### config.mk
export PLATFORM = sky130hd
export DESIGN_NAME = pio_overrun
export DESIGN_NICKNAME = d
export VERILOG_FILES = /design/src/rtl/pio_pkg.sv /design/src/rtl/pio_overrun.sv
export SDC_FILE = /design/constraint.sdc
export NUM_CORES = 1
export LEC_CHECK = 0
export BUFFER_PORTS_ARGS = -buffer_cell sky130_fd_sc_hd__clkbuf_2
export CAP_MARGIN = 5
export CORE_AREA = 4 4 166 168
export CTS_BUF_LIST = sky130_fd_sc_hd__clkbuf_16
export DETAILED_ROUTE_END_ITERATION = 12
export DIE_AREA = 0 0 170 172
export GPL_ROUTABILITY_DRIVEN = 0
export GPL_TIMING_DRIVEN = 0
export HOLD_SLACK_MARGIN = 0.12
export PLACE_DENSITY = 0.81
export SETUP_SLACK_MARGIN = 0.1
export SYNTH_ARGS = -nofsm -noshare
export SYNTH_HDL_FRONTEND = slang
export SYNTH_SLANG_ARGS = --single-unit
### constraint.sdc
create_clock -name CLK -period 13.6 [get_ports CLK]
set_input_delay 0.68 -clock CLK [delete_from_list [all_inputs] [get_ports CLK]]
set_output_delay 0.68 -clock CLK [all_outputs]
set_load 0.02 [all_outputs]
### src/rtl/pio_pkg.sv
// constants for the pcm input overrun status block
// What this block does
// [RULE1] status register at 0x40500014, resets zero
// [RULE2] bit 4 flags a receive fifo overrun
// [RULE3] sample arriving into full fifo sets flag
// [RULE4] overrun leaves fifo pointers unchanged
// [RULE5] overrun sample is discarded, never stored
// [RULE6] writing one to bit 4 clears flag
// [RULE7] other status bits are reserved
// [RULE8] reserved bits read zero, writes ignored
package pio_pkg;
    localparam logic [31:0] ADDR_STATUS = 32'h4050_0014;
    localparam logic [31:0] ADDR_MASK = 32'h4050_0100;
    localparam int OVR_BIT = 4;
    localparam logic [31:0] STATUS_RESET = 32'h0000_0000;
    localparam logic [31:0] MASK_RESET = 32'h0000_0000;
    localparam int SAMPLE_W = 16;
    localparam int FIFO_DEPTH = 16;
    localparam int PTR_W = 4;
    localparam int CNT_W = 5;
    localparam logic [CNT_W-1:0] LAST_BIT = 5'h0f;
    localparam logic [CNT_W-1:0] CNT_ZERO = 5'h00;
    localparam logic [PTR_W:0] PTR_ZERO = 5'h00;
    localparam logic [PTR_W:0] PTR_ONE = 5'h01;
    localparam logic [CNT_W-1:0] CNT_ONE = 5'h01;
    localparam int STALL_W = 8;
    localparam logic [STALL_W-1:0] STALL_ZERO = 8'h00;
    localparam logic [STALL_W-1:0] STALL_ONE = 8'h01;
    localparam logic [STALL_W-1:0] STALL_LIMIT = 8'hff;
    localparam real CLK_PERIOD_NS = 50.0;
    typedef enum logic [0:0] {ST_IDLE, ST_SHIFT} pio_state_type;
endpackage : pio_pkg

### src/rtl/pio_overrun.sv
// pcm input receive path with fifo, overrun flag and apb status registers
//
// Decided for this implementation: register access over APB.
`timescale 1ns/100ps
`default_nettype none
module pio_overrun
    import pio_pkg::*;
(
    input wire logic CLK,
    input wire logic SYS_RST,
    input wire logic CLK_EN,
    input wire logic PSEL,
    input wire logic PENABLE,
    input wire logic PWRITE,
    input wire logic [31:0] PADDR,
    input wire logic [31:0] PWDATA,
    output logic [31:0] PRDATA,
    output logic PREADY,
    output logic PSLVERR,
    input wire logic BIT_CLK,
    input wire logic SYNC,
    input wire logic SDATA_IN,
    output logic [SAMPLE_W-1:0] RD_DATA,
    output logic RD_VALID,
    input wire logic RD_READY,
    output logic IRQ
);
    // link pin synchronisers; the first stage never feeds logic
    logic bclk_meta_ff;
    logic bclk_sync_ff;
    logic bclk_d_ff;
    logic sync_meta_ff;
    logic sync_sync_ff;
    logic sdata_meta_ff;
    logic sdata_sync_ff;
    logic bclk_fall;
    logic sync_q;
    logic sdata_q;

    // deserialiser and stall guard state
    logic [SAMPLE_W-1:0] shift_ff;
    logic [CNT_W-1:0] bit_cnt_ff;
    pio_state_type state_ff;
    logic sample_done_ff;
    logic [SAMPLE_W-1:0] sample_ff;
    logic [STALL_W-1:0] stall_cnt_ff;
    logic stall_hit;

    // receive fifo storage and pointers, pointers carry a wrap bit
    logic [SAMPLE_W-1:0] mem_ff [FIFO_DEPTH];
    logic [PTR_W:0] wr_ptr_ff;
    logic [PTR_W:0] rd_ptr_ff;
    logic full;
    logic empty;
    logic push;
    logic pop;
    logic overrun;

    // software visible state and register bus decode
    logic ovr_flag_ff;
    logic mask_ff;
    logic wr_acc;
    logic rd_acc;
    logic setup_phase;
    logic hit_status;
    logic hit_mask;
    logic hit_any;
    logic [31:0] rdata_mux;
    logic [31:0] prdata_ff;
    logic pslverr_ff;

    // bit clock synchroniser; the third stage only delays the clean
    // copy so that its falling edge can be found
    always_ff @(posedge CLK or posedge SYS_RST) begin
        if (SYS_RST) begin
            bclk_meta_ff <= 1'b0;
            bclk_sync_ff <= 1'b0;
            bclk_d_ff <= 1'b0;
        end else if (CLK_EN) begin
            bclk_meta_ff <= BIT_CLK;
            bclk_sync_ff <= bclk_meta_ff;
            bclk_d_ff <= bclk_sync_ff;
        end
    end

    // frame marker synchroniser
    always_ff @(posedge CLK or posedge SYS_RST) begin
        if (SYS_RST) begin
            sync_meta_ff <= 1'b0;
            sync_sync_ff <= 1'b0;
        end else if (CLK_EN) begin
            sync_meta_ff <= SYNC;
            sync_sync_ff <= sync_meta_ff;
        end
    end

    // serial data synchroniser; data settles half a bit period before
    // the falling bit clock that takes it, so equal lag is harmless
    always_ff @(posedge CLK or posedge SYS_RST) begin
        if (SYS_RST) begin
            sdata_meta_ff <= 1'b0;
            sdata_sync_ff <= 1'b0;
        end else if (CLK_EN) begin
            sdata_meta_ff <= SDATA_IN;
            sdata_sync_ff <= sdata_meta_ff;
        end
    end

    // codec drives on rising bit clock, so sample on its falling edge
    assign bclk_fall = bclk_d_ff & ~bclk_sync_ff;
    assign sync_q = sync_sync_ff;
    assign sdata_q = sdata_sync_ff;

    // stall guard: a frame whose bit clock stops is abandoned, so a
    // later frame marker is never shifted in as sample data
    always_ff @(posedge CLK or posedge SYS_RST) begin
        if (SYS_RST) begin
            stall_cnt_ff <= STALL_ZERO;
        end else if (CLK_EN) begin
            if (bclk_fall || state_ff != ST_SHIFT) begin
                stall_cnt_ff <= STALL_ZERO;
            end else if (!stall_hit) begin
                stall_cnt_ff <= stall_cnt_ff + STALL_ONE;
            end
        end
    end

    // limit sits far above one bit period, so live frames never trip it
    assign stall_hit = (stall_cnt_ff == STALL_LIMIT);

    // deserialiser: sync marks frame start, next bits form one sample;
    // a new marker is ignored until the current sample is complete
    always_ff @(posedge CLK or posedge SYS_RST) begin
        if (SYS_RST) begin
            state_ff <= ST_IDLE;
            bit_cnt_ff <= CNT_ZERO;
            shift_ff <= '0;
            sample_done_ff <= 1'b0;
            sample_ff <= '0;
        end else if (CLK_EN) begin
            sample_done_ff <= 1'b0;
            if (stall_hit) begin
                state_ff <= ST_IDLE; // cut frame, partial sample lost
            end else if (bclk_fall) begin
                case (state_ff)
                    ST_IDLE: begin
                        if (sync_q) begin
                            state_ff <= ST_SHIFT;
                            bit_cnt_ff <= CNT_ZERO;
                        end
                    end
                    ST_SHIFT: begin
                        shift_ff <= {shift_ff[SAMPLE_W-2:0], sdata_q};
                        if (bit_cnt_ff == LAST_BIT) begin
                            state_ff <= ST_IDLE;
                            sample_ff <= {shift_ff[SAMPLE_W-2:0], sdata_q};
                            sample_done_ff <= 1'b1;
                        end else begin
                            bit_cnt_ff <= bit_cnt_ff + CNT_ONE;
                        end
                    end
                    default: begin
                        state_ff <= ST_IDLE;
                    end
                endcase
            end
        end
    end

    // fifo empty when both pointers match, wrap bit included
    assign empty = (wr_ptr_ff == rd_ptr_ff);

    // fifo full when the indices match but the wrap bits differ;
    // the wrap bit lets all sixteen entries be used
    assign full = (wr_ptr_ff[PTR_W] != rd_ptr_ff[PTR_W]) &&
                  (wr_ptr_ff[PTR_W-1:0] == rd_ptr_ff[PTR_W-1:0]);

    // a finished sample either lands in the fifo or is an overrun;
    // the two are exclusive, so no sample is both stored and flagged
    assign overrun = sample_done_ff & full; // [RULE3]
    assign push = sample_done_ff & ~full; // [RULE5]

    // drain side handshake; a pop frees a slot only from the next cycle
    assign pop = RD_READY & ~empty;
    assign RD_VALID = ~empty;

    // head word straight from storage, so no extra cycle of latency
    assign RD_DATA = mem_ff[rd_ptr_ff[PTR_W-1:0]];

    // sample storage; a rejected sample never reaches memory
    // cleared on reset only so that the drain port never shows unknowns
    // the cost is a reset net on every storage flop
    always_ff @(posedge CLK or posedge SYS_RST) begin
        if (SYS_RST) begin
            for (int i = 0; i < FIFO_DEPTH; i++) begin
                mem_ff[i] <= '0;
            end
        end else if (CLK_EN && push) begin
            mem_ff[wr_ptr_ff[PTR_W-1:0]] <= sample_ff; // [RULE5]
        end
    end

    // write pointer holds on overrun since push is blocked when full
    // it has no other writer, so an overrun can never move it
    // and the oldest stored samples stay intact for the drain side
    always_ff @(posedge CLK or posedge SYS_RST) begin
        if (SYS_RST) begin
            wr_ptr_ff <= PTR_ZERO;
        end else if (CLK_EN && push) begin
            wr_ptr_ff <= wr_ptr_ff + PTR_ONE; // [RULE4]
        end
    end

    // read pointer moves only on a drain handshake
    // overruns do not touch it, so software sees no skipped entry
    // and no stored sample is lost to make room
    always_ff @(posedge CLK or posedge SYS_RST) begin
        if (SYS_RST) begin
            rd_ptr_ff <= PTR_ZERO;
        end else if (CLK_EN && pop) begin
            rd_ptr_ff <= rd_ptr_ff + PTR_ONE; // [RULE4]
        end
    end

    // apb phases: setup captures the answer, access commits writes
    assign setup_phase = PSEL & ~PENABLE;
    assign wr_acc = PSEL & PENABLE & PWRITE;
    assign rd_acc = setup_phase & ~PWRITE;

    // full address compare, so aliases of the status word miss
    assign hit_status = (PADDR == ADDR_STATUS); // [RULE1]
    assign hit_mask = (PADDR == ADDR_MASK);
    assign hit_any = hit_status | hit_mask;

    // every access completes in one cycle, no wait states
    assign PREADY = 1'b1;

    // sticky overrun flag; a new overrun beats a same-cycle clear
    // so that an overrun landing on the clear write is never lost
    // writing zero to the bit leaves the flag as it stands
    // other bits of the written word are ignored
    always_ff @(posedge CLK or posedge SYS_RST) begin
        if (SYS_RST) begin
            ovr_flag_ff <= STATUS_RESET[OVR_BIT]; // [RULE1]
        end else if (CLK_EN) begin
            if (overrun) begin
                ovr_flag_ff <= 1'b1; // [RULE2] [RULE3]
            end else if (wr_acc && hit_status && PWDATA[OVR_BIT]) begin
                ovr_flag_ff <= 1'b0; // [RULE6]
            end
        end
    end

    // interrupt mask, same layout as status
    // only bit four is kept, other written bits are dropped
    // so the mask reads back with reserved bits at zero
    always_ff @(posedge CLK or posedge SYS_RST) begin
        if (SYS_RST) begin
            mask_ff <= MASK_RESET[OVR_BIT];
        end else if (CLK_EN && wr_acc && hit_mask) begin
            mask_ff <= PWDATA[OVR_BIT];
        end
    end

    // level interrupt, high while the unmasked flag stands
    // no edge is stored, so software clears the flag or the mask bit to drop it
    assign IRQ = ovr_flag_ff & mask_ff;

    // read mux: reserved bits always read zero, unmapped reads zero
    always_comb begin
        rdata_mux = 32'h0000_0000; // [RULE7] [RULE8]
        if (hit_status) begin
            rdata_mux[OVR_BIT] = ovr_flag_ff; // [RULE2]
        end else if (hit_mask) begin
            rdata_mux[OVR_BIT] = mask_ff;
        end
    end

    // read data registered in setup so it is stable through access;
    // it holds until the next read setup cycle
    always_ff @(posedge CLK or posedge SYS_RST) begin
        if (SYS_RST) begin
            prdata_ff <= 32'h0000_0000;
        end else if (CLK_EN && rd_acc) begin
            prdata_ff <= rdata_mux;
        end
    end

    // unmapped addresses answer with an error
    // taken at setup so the access phase sees a settled answer
    // a write to an unmapped address changes nothing
    always_ff @(posedge CLK or posedge SYS_RST) begin
        if (SYS_RST) begin
            pslverr_ff <= 1'b0;
        end else if (CLK_EN && setup_phase) begin
            pslverr_ff <= ~hit_any;
        end
    end

    // bus answers; the error shows only in the access phase
    assign PRDATA = prdata_ff;
    assign PSLVERR = PSEL & PENABLE & pslverr_ff;
endmodule : pio_overrun
`default_nettype wire

=== Word level (Yosys, flattened, before mapping) ===
Index checks and enable logic that the tools add are counted.

* Logic and storage cells: 116
* Register bits after elaboration: 323
* Output and inout bits: 52

* Eq/ne operators: 10
* $add $sub $neg: 4
* $lt $le $gt $ge: 3
* Muxes and demuxes: 24
* Reductions and logical operators: 19
* Bitwise gates (word level): 21

{| class="wikitable"
|+ Operators by type and width
! kind !! number
|-
| $bwmux 256 || 1
|-
| $bmux 16 s4 || 1
|-
| $demux 16 s4 || 1
|-
| $eq 32x31->1 const B || 2
|-
| $mux 16 || 3
|-
| $mux 8 || 2
|-
| $add 5x1->5 const B || 3
|-
| $mux 1 || 12
|-
| $and 1x1->1 || 10
|-
| $ge 5x5->1 const B || 2
|-
| $logic_and 1x1->1 || 10
|-
| $mux 5 || 2
|-
| $not 4->5 || 2
|-
| $pmux 5 s2 || 1
|-
| $reduce_and 5->1 || 2
|-
| $add 8x1->8 const B || 1
|-
| $eq 8x8->1 const B || 1
|-
| $not 1->1 || 8
|-
| $reduce_and 2->1 || 3
|-
| $eq 5x4->1 const B || 1
|-
| $eq 5x5->1 || 1
|-
| $lt 5x1->1 const B || 1
|-
| $eq 4x4->1 || 1
|-
| $ne 2x2->1 const B || 2
|-
| other kinds (7) || 8
|}

=== Depth between registers and ports, before layout ===
* Word-level depth: 6
* Mapped depth: 8
* Depth with buffers taken out: 7

=== Least setup slack after synthesis ===
Ideal clock, no wire load.

* Kind: reg-to-output
* Start: reg rd_ptr_ff[1]
* End: out RD_DATA[15]
* Cell stages (with the launch flop): 5
* Slack: 10819 ps
* Buffers on the path: 2
* Arrival time: 2101 ps
* Required time: 12920 ps
* Cells stage by stage: dfrtp_1 -> buf_1 -> clkbuf_1 -> mux4_2 -> mux4_2

* Cells in the longest elaborated chain, start to end: 4

{| class="wikitable"
|+ RTL lines
! element !! RTL line !! text
|-
| from (decl) || pio_overrun.sv:52 || <nowiki>logic [PTR_W:0] rd_ptr_ff;</nowiki>
|-
| from (signal assigned) || pio_overrun.sv:221 || <nowiki>rd_ptr_ff <= rd_ptr_ff + PTR_ONE;</nowiki>
|-
| $not 4->5 (not written as such) || pio_overrun.sv:188 || <nowiki>assign RD_DATA = mem_ff[rd_ptr_ff[PTR_W-1:0]];</nowiki>
|-
| $bmux 16 s4 || pio_overrun.sv:188 ||
|-
| $mux 16 (not written as such) (2 in series) || pio_overrun.sv:188 ||
|-
| to (decl) || pio_overrun.sv:23 || <nowiki>output logic [SAMPLE_W-1:0] RD_DATA,</nowiki>
|}

Every way passes these cells. The select of a mux whose other input is x is not followed.

=== Worst setup path after layout ===
* Start: reg rd_ptr_ff[1]
* End: out RD_DATA[14]

Same word-level chain as after synthesis.

==> impl_metrics.yaml <==
placed_design:
  hpwl_um: 21380
  io_buffers: 62
  dpl_worst_slack_ns: 9.948
clock_network:
  cts.clk_slew.worst_paths_ns: 0.06
  cts_setup_buffers: 0
  cts-root-buf: "clkbuf_16"
  clock_sinks: 323
  postCtsHoldBufs: 0
  cts_resized: 0
  cts_tree: "yes"
  clkLatencyLatePin_ns: 0.51
  cts-htree-levels: 2
  cts_buffer_depth: 3
  cts_made_buffers: 34
floorplanning:
  initial_core_util: 0.5959
  boundaryPins: 126
  dieWidth_um: 170
  core_um2: 25910
  die_h_um: 172
  placementRows: 59
  dieArea_um2: 29240
drt:
  drtPass1Iterations: 5
  drtIter0Drc: 630
  drc: 0
  wl_per_cell_um: 21.50
  ant_nets: 0
  wirelength_um: 31290
  avgViaCountPerCell: 5.866
  num_vias: 8535
sta:
  worst_slack_ns: 9.477
  fin_skew_ns: 0.02414
  clock.fmax_mhz: 242.6
  rsz0062_at_grt: "no"
  setup_viol: 0
  hold_violations: 0
  tightest_slew_ns: 1.227
  fin_setup_tns_ns: 0
  post-route-min-period_ns: 4.123
  finalMaxSlewViolations: 0
  slew-limit-headroom: 0.1820
  hold_slack_ns: 0.2779
  fin_crit_sh: 0.3031
layout:
  fillers: 1718
  nets: 1178
  drive_gt1_frac: 0.5134
  diodes: 0
  area_growth_pct: 13.49
synth:
  netlist_area_um2: 15440
  yosys.area_share.simple: 0.02909
  synth_xor_area_frac: 0.01078
  ys_seq_area_frac: 0.5235
  ys_types: 53
  ys_warn_count: 0
  postSynthAreaPerCell_um2: 15.98
  synth_compound_area_frac: 0.02941
  synth_fa_ha_area_frac: 0.006482
  synth_flop_cell: "dfrtp_1"
  synth_top_family_by_area: "multiplexers"
  netlist_instances: 966
  async_flop_share: 1.000
  synth_edf_count: 0
  synthMuxAreaShare: 0.3589
  ys_seq_elements: 323
global_route:
  overflow: 0
  grt_max_degree: 133
  grt_pass1_wl_um: 50810
  antenna_found_initial: 0
  grt_pass1_vias: 9054
  grtUsageTotal: 0.2222
power:
  power_density_nw_per_um2: 139.0
  clockPowerShare: 0.402
  switching_share: 0.2766
  p_leak_nw: 8.391
  p_comb_frac: 0.181
  finalPower_mw: 2.435
  power_switching_mw: 0.6736
  seq_power_share: 0.418
  internal-power_mw: 1.762
  peakVddDrop_uv: 137.2
flow_run:
  max_cap_viol_count: 0
setup_path:
  required_ns: 12.92
  path_common_cell: "mux4_2"
  path_max_fanout: 10
  critPathKind: "reg -> out"
  startpoint_type: "flip-flop"
  worst_path_max_delay_cell: "clkbuf_1"
  crit_path_end: "RD_DATA[14]"
  path_cells: "buf_1, clkbuf_1, mux4_2, mux4_2, clkbuf_2"
  cp.arrival_ns: 3.44
  reg2reg_to: "sample_ff[1]"
  reg2reg_from: "stall_cnt_ff[1]"
  critPathCaptureType: "primary output"
  startpoint: "rd_ptr_ff[1]"
  rr_worst_depth: 7
  cp_slowest_stage_delay_ns: 0.78
  reg2reg_slack_ns: 11.03
hold_path:
  hold_class: "in -> async"
run_status:
  status: "completed"
cell usage after synthesis, types with 6 or more instances:
library cell	number	share of area
mux4_2	80	0.12
nand3_1	6	0.0019
xor2_1	16	0.0091
dfrtp_1	323	0.52
clkbuf_1	27	0.0066
buf_4	34	0.017
mux2_4	100	0.097
buf_2	14	0.0045
a21oi_1	8	0.0026
buf_6	12	0.0088
inv_1	10	0.0024
ha_1	8	0.0065
nor4_1	7	0.0028
nand2_1	28	0.0068
nor2_1	9	0.0022
a21oi_4	11	0.012
mux2_2	197	0.14
o21ai_0	6	0.0019
layer usage:
| metal | vias up | share of wire | global-route usage |
|---|---|---|---|
| met3 | 62 | 0.059 | 0.04138 |
| met2 | 241 | 0.48 | 0.3577 |
| li1 | 3798 | - | - |
| met5 | - | 0 | 0 |
| met4 | 0 | 0.024 | 0.06354 |
| met1 | 4434 | 0.44 | 0.3165 |
stage by stage:
step	utilization	cell area, um2	instances
2_1_floorplan	-	15550	996
3_3_place_gp	0.6284	16280	1393
3_5_place_dp	0.6308	16350	1395
4_1_cts	0.6763	17520	1455
5_1_grt	0.6763	17520	1455
6_report	0.6763	17520	1455
worst min path at each step:
stage / from / endpoint
3_5_place_dp: mem_ff[88] / mem_ff[88]
2_1_floorplan: shift_ff[14] / sample_ff[15]
6_report: SYS_RST / mem_ff[211]
5_1_grt: SYS_RST / sample_ff[3]
4_1_cts: SYS_RST / sample_ff[2]
3_3_place_gp: mem_ff[156] / mem_ff[156]
final cells by class:
class	count	area (um2)	area share
clock inverter	25	302.8	0.01728
clock buffer	35	875.8	0.04998
tap	335	419.2	0.02392
buffer	93	601.8	0.03434
timing repair buffer	64	365.4	0.02085
inverter	10	45.04	0.002570
multi-input combinational	570	6832	0.3898
sequential	323	8083	0.4612
layout by cell type, fill, tap and decap left out, types with 5 or more instances in the layout:
| cell | count |
|---|---|
| mux4_2 | 80 |
| clkbuf_2 | 63 |
| a21oi_4 | 11 |
| nand3_1 | 6 |
| a21oi_2 | 5 |
| xor2_1 | 16 |
| clkinv_1 | 6 |
| nand2_1 | 28 |
| mux2_4 | 100 |
| clkinv_2 | 6 |
| clkbuf_16 | 35 |
| inv_1 | 11 |
| buf_2 | 14 |
| conb_1 | 32 |
| o21ai_0 | 6 |
| mux2_2 | 197 |
| buf_4 | 34 |
| nor2_1 | 9 |
| bufinv_16 | 7 |
| nor4_1 | 7 |
| a21oi_1 | 8 |
| dfrtp_1 | 323 |
| buf_6 | 12 |
| clkbuf_1 | 27 |
| ha_1 | 8 |
kinds of logic after synthesis:
group	after synthesis
multiplexers	379
flip-flops	323
buffers and inverters	103
AND/OR/NAND/NOR	81
AO/OA/AOI/OAI	51
XOR/XNOR	19
adder cells (fa/ha/maj)	8
other	2
power by group through the flow:
stage | clock network (mW) | logic, mW | registers, mW
floorplan | 0 | 0.337 | 1.03
global placement | 0 | 0.435 | 1.03
detailed placement | 0 | 0.447 | 1.03
CTS | 0.994 | 0.447 | 1.02
global route | 1.04 | 0.474 | 1.02
finish | 0.978 | 0.440 | 1.02
sequential cells by signal, indices dropped and copies added, names as in the netlist, 5 cells and up:
name	flops
mem_ff	256
sample_ff	16
shift_ff	15
stall_cnt_ff	8
bit_cnt_ff	5
rd_ptr_ff	5
wr_ptr_ff	5
critical path, delay by kind of cell (launching register included):
family,cells,cell delay (ns)
buffers and inverters,3,1.51
flip-flops,1,0.47
multiplexers,2,0.95
Power figures use the tool's default switching activity.
